[config.mk]
export PLATFORM = sky130hd
export DESIGN_NAME = pom_port_mux
export DESIGN_NICKNAME = d
export VERILOG_FILES = /design/src/pom_port_mux.v /design/src/pom_pin_cell.v
export VERILOG_INCLUDE_DIRS = /design/src
export SDC_FILE = /design/constraint.sdc
export NUM_CORES = 1
export LEC_CHECK = 0
export BUFFER_PORTS_ARGS = -buffer_cell sky130_fd_sc_hd__buf_2
export CELL_PAD_IN_SITES_DETAIL_PLACEMENT = 1
export CELL_PAD_IN_SITES_GLOBAL_PLACEMENT = 2
export CORE_AREA = 2 2 104 106
export CTS_CLUSTER_DIAMETER = 200
export DETAILED_ROUTE_END_ITERATION = 10
export DIE_AREA = 0 0 106 108
export PLACE_DENSITY_LB_ADDON = 0.1
export SLEW_MARGIN = 20
export SYNTH_ARGS = -nofsm -noshare
export SYNTH_HDL_FRONTEND = slang
export SYNTH_SLANG_ARGS = --single-unit
[constraint.sdc]
create_clock -name clk_sys -period 2.6 [get_ports clk_sys]
set_input_delay 0.52 -clock clk_sys [delete_from_list [all_inputs] [get_ports clk_sys]]
set_output_delay 0.52 -clock clk_sys [all_outputs]
set_load 0.05 [all_outputs]
[src/pom_defines.vh]
// Constants for the port output priority multiplexer.
// How it works
// - A peripheral output-valid input is 1 while that peripheral owns the pin output.
// - P4.3: serial 2 clock owns pin when its valid is 1, else direction bit.
// - P4.2: I2C 1 data owns pin when its valid is 1, else direction bit.
// - P4.2 feeds cycle-measurement input 1 whenever its input-enable is 1.
// - P4.2 drives low only as I2C data, push-pull as port output.
// - P4.1: timer 0 output, serial 2 receive input, else direction bit.
// - P4.0: serial 2 transmit output when its valid is 1, else direction bit.
// - P5.2: I2C 0 clock when its valid is 1, else direction bit.
// - P5.2 drives low only as I2C clock, push-pull as port output.
// - FIFO-UART pins on is OR of pin output enable and host enable.
// - P5.1: FIFO-UART receive input when pins on, else direction bit.
// - P5.0: FIFO-UART transmit output when pins on, else direction bit.
// - Port 6 follows direction bits; each pin feeds key wake when mask is 0.
// - P6.7 feeds interrupt 7 when source select is 0 and enable is 1.
// - P6.6 feeds interrupt 6 when vector select is 0 and enable is 1.
// - Port 7 pins are input only, serving analog channel and general input.
// - P8.6: serial 1 clock, or I2C 1 clock, exclusive valids, else direction.
// - P8.6 open-drain as I2C clock, push-pull as port or serial clock.
// - P8.6 feeds interrupt 5 when source select is 0 and enable is 1.
`ifndef POM_DEFINES_VH
`define POM_DEFINES_VH
`define POM_DIR_RESET  8'h00
`define POM_BIT_OFF    1'b0
`define POM_BIT_ON     1'b1
`define POM_OWN_PORT   2'h0
`define POM_OWN_PERA   2'h1
`define POM_OWN_PERB   2'h2
`define POM_P4_RESET   4'h0
`define POM_P5_RESET   3'h0
`define POM_IDLE_HIGH  8'hFF
`endif

[src/pom_port_mux.v]
// Pin function selection for ports 4 low, 5, 6, 7 and port 8 bit 6.
`timescale 1ns/1ps
module pom_port_mux
(
    clk_sys,
    rst,
    port4_dir,
    port4_data,
    port5_dir,
    port5_data,
    port6_dir,
    port6_data,
    port8_bit6_direction,
    port8_bit6_data,
    sci2_clock_out_valid,
    sci2_clock_out,
    i2c1_data_out_valid,
    i2c1_data_out,
    timer0_out_valid,
    timer0_out,
    serial_rx_enable,
    sci2_tx_out_valid,
    sci2_tx_out,
    i2c0_clock_out_valid,
    i2c0_clock_out,
    fifo_uart_pin_output_en,
    host_fifo_uart_en,
    fifo_uart_tx_out,
    sci1_clock_out_valid,
    sci1_clock_out,
    i2c1_clock_out_valid,
    i2c1_clock_out,
    cycle_meas_input_en,
    key_mask_reg,
    irq7_source_sel,
    irq7_enable_bit,
    irq_vector_sel,
    irq6_enable_bit,
    irq5_source_sel,
    irq5_enable_bit,
    port4_pin_i,
    port5_pin_i,
    port6_pin_i,
    port7_pin_i,
    port8_bit6_pin_i,
    port4_pin_o,
    port4_pin_oe,
    port5_pin_o,
    port5_pin_oe,
    port6_pin_o,
    port6_pin_oe,
    port8_bit6_pin_o,
    port8_bit6_pin_oe,
    port4_in,
    port5_in,
    port6_in,
    port7_in,
    port8_bit6_in,
    analog_chan_in,
    sci2_clock_in,
    i2c1_data_in,
    cycle_meas_in1,
    sci2_rx_in,
    i2c0_clock_in,
    fifo_uart_pins_on,
    fifo_uart_rx_in,
    key_wake_in,
    irq7_in,
    irq6_in,
    irq5_in,
    sci1_clock_in,
    i2c1_clock_in
);
`include "pom_defines.vh"
    input  wire       clk_sys;
    input  wire       rst;
    input  wire [3:0] port4_dir;
    input  wire [3:0] port4_data;
    input  wire [2:0] port5_dir;
    input  wire [2:0] port5_data;
    input  wire [7:0] port6_dir;
    input  wire [7:0] port6_data;
    input  wire       port8_bit6_direction;
    input  wire       port8_bit6_data;
    input  wire       sci2_clock_out_valid;
    input  wire       sci2_clock_out;
    input  wire       i2c1_data_out_valid;
    input  wire       i2c1_data_out;
    input  wire       timer0_out_valid;
    input  wire       timer0_out;
    input  wire       serial_rx_enable;
    input  wire       sci2_tx_out_valid;
    input  wire       sci2_tx_out;
    input  wire       i2c0_clock_out_valid;
    input  wire       i2c0_clock_out;
    input  wire       fifo_uart_pin_output_en;
    input  wire       host_fifo_uart_en;
    input  wire       fifo_uart_tx_out;
    input  wire       sci1_clock_out_valid;
    input  wire       sci1_clock_out;
    input  wire       i2c1_clock_out_valid;
    input  wire       i2c1_clock_out;
    input  wire       cycle_meas_input_en;
    input  wire [7:0] key_mask_reg;
    input  wire       irq7_source_sel;
    input  wire       irq7_enable_bit;
    input  wire       irq_vector_sel;
    input  wire       irq6_enable_bit;
    input  wire       irq5_source_sel;
    input  wire       irq5_enable_bit;
    input  wire [3:0] port4_pin_i;
    input  wire [2:0] port5_pin_i;
    input  wire [7:0] port6_pin_i;
    input  wire [7:0] port7_pin_i;
    input  wire       port8_bit6_pin_i;
    output wire [3:0] port4_pin_o;
    output wire [3:0] port4_pin_oe;
    output wire [2:0] port5_pin_o;
    output wire [2:0] port5_pin_oe;
    output reg  [7:0] port6_pin_o;
    output reg  [7:0] port6_pin_oe;
    output wire       port8_bit6_pin_o;
    output wire       port8_bit6_pin_oe;
    output reg  [3:0] port4_in;
    output reg  [2:0] port5_in;
    output reg  [7:0] port6_in;
    output reg  [7:0] port7_in;
    output reg        port8_bit6_in;
    output reg  [7:0] analog_chan_in;
    output reg        sci2_clock_in;
    output reg        i2c1_data_in;
    output reg        cycle_meas_in1;
    output reg        sci2_rx_in;
    output reg        i2c0_clock_in;
    output wire       fifo_uart_pins_on;
    output reg        fifo_uart_rx_in;
    output reg  [7:0] key_wake_in;
    output reg        irq7_in;
    output reg        irq6_in;
    output reg        irq5_in;
    output reg        sci1_clock_in;
    output reg        i2c1_clock_in;

    wire       rx2_sel;
    wire       fifo_rx_sel;
    wire [7:0] key_wake_nxt;

    assign fifo_uart_pins_on = fifo_uart_pin_output_en | host_fifo_uart_en;
    // Receive selection for P4.1 is exclusive with timer ownership.
    assign rx2_sel = serial_rx_enable & ~timer0_out_valid;
    // An input-only function forces the output driver off through a peripheral slot: A for P5.1, B for P4.1.
    assign fifo_rx_sel = fifo_uart_pins_on;

    pom_pin_cell u_p43 (.clk_sys(clk_sys), .rst(rst),
        .per_a_valid(sci2_clock_out_valid), .per_a_data(sci2_clock_out), .per_a_od(1'b0),
        .per_b_valid(1'b0), .per_b_data(1'b0), .per_b_od(1'b0),
        .port_dir(port4_dir[3]), .port_data(port4_data[3]),
        .pin_o(port4_pin_o[3]), .pin_oe(port4_pin_oe[3]), .owner());
    pom_pin_cell u_p42 (.clk_sys(clk_sys), .rst(rst),
        .per_a_valid(i2c1_data_out_valid), .per_a_data(i2c1_data_out), .per_a_od(1'b1),
        .per_b_valid(1'b0), .per_b_data(1'b0), .per_b_od(1'b0),
        .port_dir(port4_dir[2]), .port_data(port4_data[2]),
        .pin_o(port4_pin_o[2]), .pin_oe(port4_pin_oe[2]), .owner());
    // Receive owns the pin with output off: open-drain, data high.
    pom_pin_cell u_p41 (.clk_sys(clk_sys), .rst(rst),
        .per_a_valid(timer0_out_valid), .per_a_data(timer0_out), .per_a_od(1'b0),
        .per_b_valid(serial_rx_enable), .per_b_data(1'b1), .per_b_od(1'b1),
        .port_dir(port4_dir[1]), .port_data(port4_data[1]),
        .pin_o(port4_pin_o[1]), .pin_oe(port4_pin_oe[1]), .owner());
    pom_pin_cell u_p40 (.clk_sys(clk_sys), .rst(rst),
        .per_a_valid(sci2_tx_out_valid), .per_a_data(sci2_tx_out), .per_a_od(1'b0),
        .per_b_valid(1'b0), .per_b_data(1'b0), .per_b_od(1'b0),
        .port_dir(port4_dir[0]), .port_data(port4_data[0]),
        .pin_o(port4_pin_o[0]), .pin_oe(port4_pin_oe[0]), .owner());
    pom_pin_cell u_p52 (.clk_sys(clk_sys), .rst(rst),
        .per_a_valid(i2c0_clock_out_valid), .per_a_data(i2c0_clock_out), .per_a_od(1'b1),
        .per_b_valid(1'b0), .per_b_data(1'b0), .per_b_od(1'b0),
        .port_dir(port5_dir[2]), .port_data(port5_data[2]),
        .pin_o(port5_pin_o[2]), .pin_oe(port5_pin_oe[2]), .owner());
    pom_pin_cell u_p51 (.clk_sys(clk_sys), .rst(rst),
        .per_a_valid(fifo_rx_sel), .per_a_data(1'b1), .per_a_od(1'b1),
        .per_b_valid(1'b0), .per_b_data(1'b0), .per_b_od(1'b0),
        .port_dir(port5_dir[1]), .port_data(port5_data[1]),
        .pin_o(port5_pin_o[1]), .pin_oe(port5_pin_oe[1]), .owner());
    pom_pin_cell u_p50 (.clk_sys(clk_sys), .rst(rst),
        .per_a_valid(fifo_uart_pins_on), .per_a_data(fifo_uart_tx_out), .per_a_od(1'b0),
        .per_b_valid(1'b0), .per_b_data(1'b0), .per_b_od(1'b0),
        .port_dir(port5_dir[0]), .port_data(port5_data[0]),
        .pin_o(port5_pin_o[0]), .pin_oe(port5_pin_oe[0]), .owner());
    pom_pin_cell u_p86 (.clk_sys(clk_sys), .rst(rst),
        .per_a_valid(sci1_clock_out_valid), .per_a_data(sci1_clock_out), .per_a_od(1'b0),
        .per_b_valid(i2c1_clock_out_valid), .per_b_data(i2c1_clock_out), .per_b_od(1'b1),
        .port_dir(port8_bit6_direction), .port_data(port8_bit6_data),
        .pin_o(port8_bit6_pin_o), .pin_oe(port8_bit6_pin_oe), .owner());

    genvar k;
    generate
        for (k = 0; k < 8; k = k + 1)
        begin : g_wake
            assign key_wake_nxt[k] = (key_mask_reg[k] == `POM_BIT_OFF) ? port6_pin_i[k]
                                                                      : `POM_BIT_ON;
        end
    endgenerate

    always @(posedge clk_sys or posedge rst)
    begin
        if (rst)
        begin
            port6_pin_o    <= `POM_DIR_RESET;
            port6_pin_oe   <= `POM_DIR_RESET;
            port4_in       <= `POM_P4_RESET;
            port5_in       <= `POM_P5_RESET;
            port6_in       <= `POM_DIR_RESET;
            port7_in       <= `POM_DIR_RESET;
            port8_bit6_in  <= `POM_BIT_OFF;
            analog_chan_in <= `POM_DIR_RESET;
            sci2_clock_in  <= `POM_BIT_ON;
            i2c1_data_in   <= `POM_BIT_ON;
            cycle_meas_in1 <= `POM_BIT_OFF;
            sci2_rx_in     <= `POM_BIT_ON;
            i2c0_clock_in  <= `POM_BIT_ON;
            fifo_uart_rx_in <= `POM_BIT_ON;
            key_wake_in    <= `POM_IDLE_HIGH;
            irq7_in        <= `POM_BIT_ON;
            irq6_in        <= `POM_BIT_ON;
            irq5_in        <= `POM_BIT_ON;
            sci1_clock_in  <= `POM_BIT_ON;
            i2c1_clock_in  <= `POM_BIT_ON;
        end
        else
        begin
            port6_pin_o    <= port6_data;
            port6_pin_oe   <= port6_dir;
            port4_in       <= port4_pin_i;
            port5_in       <= port5_pin_i;
            port6_in       <= port6_pin_i;
            port7_in       <= port7_pin_i;
            analog_chan_in <= port7_pin_i;
            port8_bit6_in  <= port8_bit6_pin_i;
            sci2_clock_in  <= port4_pin_i[3];
            i2c1_data_in   <= port4_pin_i[2];
            cycle_meas_in1 <= cycle_meas_input_en ? port4_pin_i[2] : `POM_BIT_OFF;
            sci2_rx_in     <= rx2_sel ? port4_pin_i[1] : `POM_BIT_ON;
            i2c0_clock_in  <= port5_pin_i[2];
            fifo_uart_rx_in <= fifo_rx_sel ? port5_pin_i[1] : `POM_BIT_ON;
            key_wake_in    <= key_wake_nxt;
            // Interrupt inputs idle high (inactive) when the pin is not routed.
            irq7_in <= (!irq7_source_sel && irq7_enable_bit) ? port6_pin_i[7]
                                                              : `POM_BIT_ON;
            irq6_in <= (!irq_vector_sel && irq6_enable_bit) ? port6_pin_i[6]
                                                             : `POM_BIT_ON;
            irq5_in <= (!irq5_source_sel && irq5_enable_bit) ? port8_bit6_pin_i
                                                              : `POM_BIT_ON;
            sci1_clock_in  <= port8_bit6_pin_i;
            i2c1_clock_in  <= port8_bit6_pin_i;
        end
    end
endmodule

[src/pom_pin_cell.v]
// One multiplexed pin: priority between two peripherals and the port latch.
`timescale 1ns/1ps
module pom_pin_cell
(
    clk_sys,
    rst,
    per_a_valid,
    per_a_data,
    per_a_od,
    per_b_valid,
    per_b_data,
    per_b_od,
    port_dir,
    port_data,
    pin_o,
    pin_oe,
    owner
);
`include "pom_defines.vh"
    input  wire       clk_sys;
    input  wire       rst;
    input  wire       per_a_valid;
    input  wire       per_a_data;
    input  wire       per_a_od;
    input  wire       per_b_valid;
    input  wire       per_b_data;
    input  wire       per_b_od;
    input  wire       port_dir;
    input  wire       port_data;
    output reg        pin_o;
    output reg        pin_oe;
    output reg  [1:0] owner;

    reg       pin_o_nxt;
    reg       pin_oe_nxt;
    reg [1:0] owner_nxt;

    // Peripheral A wins only when B is idle, B only when A is idle; both set falls to port.
    always @*
    begin
        pin_o_nxt  = port_data;
        pin_oe_nxt = port_dir;
        owner_nxt  = `POM_OWN_PORT;
        if (per_a_valid && !per_b_valid)
        begin
            owner_nxt = `POM_OWN_PERA;
            // Open-drain drives only a low level; high releases the pin.
            pin_o_nxt  = per_a_od ? `POM_BIT_OFF : per_a_data;
            pin_oe_nxt = per_a_od ? ~per_a_data : `POM_BIT_ON;
        end
        else if (per_b_valid && !per_a_valid)
        begin
            owner_nxt = `POM_OWN_PERB;
            pin_o_nxt  = per_b_od ? `POM_BIT_OFF : per_b_data;
            pin_oe_nxt = per_b_od ? ~per_b_data : `POM_BIT_ON;
        end
    end

    always @(posedge clk_sys or posedge rst)
    begin
        if (rst)
        begin
            pin_o  <= `POM_BIT_OFF;
            pin_oe <= `POM_BIT_OFF;
            owner  <= `POM_OWN_PORT;
        end
        else
        begin
            pin_o  <= pin_o_nxt;
            pin_oe <= pin_oe_nxt;
            owner  <= owner_nxt;
        end
    end
endmodule

==> results.tsv <==
metric	value	unit
cts-hold-fix-buffers	0	
dp_hpwl	4.49	mm
yosysSeqAreaShare	80.1	%
maxCapViolCount	0	
slew_headroom	59.5	%
fillCellCount	1157	
routed_wl	5.62	mm
synth_edf_count	0	
combPwrFrac	17.0	%
drive_gt1_share	73.7	%
vias	1632	
period_needed	1.67	ns
drc	0	
grt_pass1_wl	8.91	mm
antenna_cells	0	
cts_buffer_depth	2	
hold_class	primary input to async pin	
area_growth	47.9	%
post_synth_inst_count	140	
cts_tree	built	
track_usage	10.5	%
gr-total-overflow	0	
cts.htree.levels	3	
synth_top_area_share	61.0	%
synth_warnings	0	
io_buffers	174	
synth_area_leaders	dfrtp_1 (61%), dfstp_2 (19%), buf_4 (7.4%), or2_2 (3.2%), mux2_2 (1.4%)	
finalSetupViolations	0	
period_share	64.2	%
wl_per_cell	12.7	um
io_pins	175	
drtAntennaViolNets	0	
critPathRequiredTime	2.08	ns
rsz0062_at_grt	no	
cts_made_buffers	9	
synth_fp_nets	231	
die_w	106	um
tightestPinTransition	0.606	ns
outcome	completed	
p_sw	0.762	mW
cts_resized	0	
final.setup.worst_slack	0.932	ns
coreArea	10200	sq um
grt_pass1_vias	1742	
drtIter0Drc	21	
syn_area_per_cell	16.7	sq um
vias_per_cell	3.68	
placementRows	37	
detailedRoute.firstPassIterationCount	2	
report.final.hold_viol_count	0	
synth_top_cell_by_area	dfrtp_1	
synth_cell_types	21	
synth_seq_cells	74	
antenna_found_initial	0	
cts_root_buf	clkbuf_8	
grt_max_degree	41	
slew_violations	0	
die-area	11400	sq um
synthTopCellsByCount	dfrtp_1 (57), buf_4 (23), dfstp_2 (17), or2_2 (12), inv_1 (5)	
holdWs	0.225	ns
clkTransAtPathRegs	0.08	ns
setup-tns-final	0	ns
arrival	1.15	ns
path_class	primary input to output port	
path_max_fanout	5	
p_int	1.93	mW
place_congestion	0.668	
die_y	108	um
p_per_area	779	nW/um^2
power	2.69	mW
synth.most_common_cell	dfrtp_1	
synth-main-ff-cell	dfrtp_1	
max_clock_freq	0.600	GHz
start_util	22.8	%
cp-start-kind	primary input	
synthArstFlopShare	100	%
cts_sinks	74	
synth_area	2340	sq um
p_leak	1.76	nW
p_sw_share	28.3	%
pwr-share-clk	37.2	%
peakVddDrop	0.201	mV
dp_slack	0.912	ns
endpoint_kind	output port	
nets	394	
post_cts_buffers	0	
power_frac_seq	45.8	%
## stage by stage
stage               instances  util, %  instance area (sq um)
floorplan                 140        -                   2340
global placement          428     31.5                   3230
detailed placement        428     31.5                   3230
CTS                       444     33.8                   3460
global route              444     33.8                   3460
finish                    444     33.8                   3460
## per-layer routing
layer,part of all wire [%],up-vias,routed length (um),global-route usage [%]
met3,13,7,737,5.73
li1,-,743,-,-
met2,47,108,2620,16.6
met5,0,-,0,0
met1,39,774,2180,11.3
met4,1.6,0,90,5.36
## cells in the final DEF (no fill, tap or decap)
| cell | netlist | final |
|---|---|---|
| buf_12 | 0 | 1 |
| or3b_2 | 3 | 3 |
| or2_2 | 12 | 12 |
| clkinv_2 | 0 | 1 |
| maj3_1 | 1 | 1 |
| or3_1 | 1 | 1 |
| o21ai_0 | 1 | 1 |
| inv_1 | 5 | 4 |
| nor3_1 | 1 | 1 |
| mux2_1 | 1 | 1 |
| mux2i_1 | 3 | 3 |
| mux2_2 | 3 | 3 |
| and2_1 | 3 | 3 |
| nand3_1 | 1 | 1 |
| a22o_1 | 1 | 1 |
| or3_2 | 1 | 1 |
| dfstp_2 | 17 | 17 |
| dfrtp_1 | 57 | 57 |
| nor2_1 | 2 | 2 |
| nand2_1 | 1 | 1 |
| bufinv_16 | 0 | 2 |
| clkbuf_8 | 0 | 11 |
| nor2b_1 | 2 | 2 |
| clkbuf_1 | 0 | 1 |
| buf_2 | 0 | 174 |
| clkinvlp_4 | 0 | 2 |
| a31oi_1 | 1 | 1 |
## cell type report
class | instances | area [sq um] | share of cell area, %
clock inverters | 4 | 75.1 | 2.17
well taps | 136 | 170 | 4.92
repair buffers | 175 | 891 | 25.8
inverters | 5 | 20.0 | 0.579
clock buffers | 12 | 155 | 4.49
flip-flops and latches | 74 | 1870 | 54.2
multi-input cells | 38 | 273 | 7.89
## power by group through the flow
stage | Sequential, mW | Clock (mW) | Combinational [mW]
detailed placement | 1.26 | 0 | 0.467
global route | 1.24 | 1.11 | 0.486
finish | 1.24 | 1.00 | 0.458
global placement | 1.26 | 0 | 0.465
CTS | 1.24 | 1.05 | 0.467
floorplan | 1.44 | 0 | 0.154
## flip-flops by register name, indices dropped and copies added (netlist names), 3 cells and up
signal,flops
analog_chan_in,8
key_wake_in,8
port6_in,8
port6_pin_o,8
port6_pin_oe,8
port4_in,4
port5_in,3
## cells by family (layout without fill, tap and decap cells)
group / Yosys count / after routing / synth area share [%]
mux: 7 / 7 / 3.21
compound gates: 3 / 3 / 0.857
buf+inv: 28 / 196 / 8.19
fa+ha+maj: 1 / 1 / 0.428
simple gates: 27 / 27 / 7.17
flops: 74 / 74 / 80.1
## critical path, cell delays in order
cell	delay (ns)
buf_2	0.10
nor2_1	0.24
inv_1	0.07
buf_2	0.21
## path summary, 6_finish.rpt
kind                                    from                end  slack, ns  depth (start not counted)
max                        host_fifo_uart_en  fifo_uart_pins_on       0.93                          4
min                                      rst        port6_in[4]       0.22                          2
max in group asynchronous                rst     key_wake_in[2]       1.67                          3
min in group clk_sys            port6_dir[0]    port6_pin_oe[0]       0.28                          1
No activity file was read; power rests on OpenSTA's default activity.
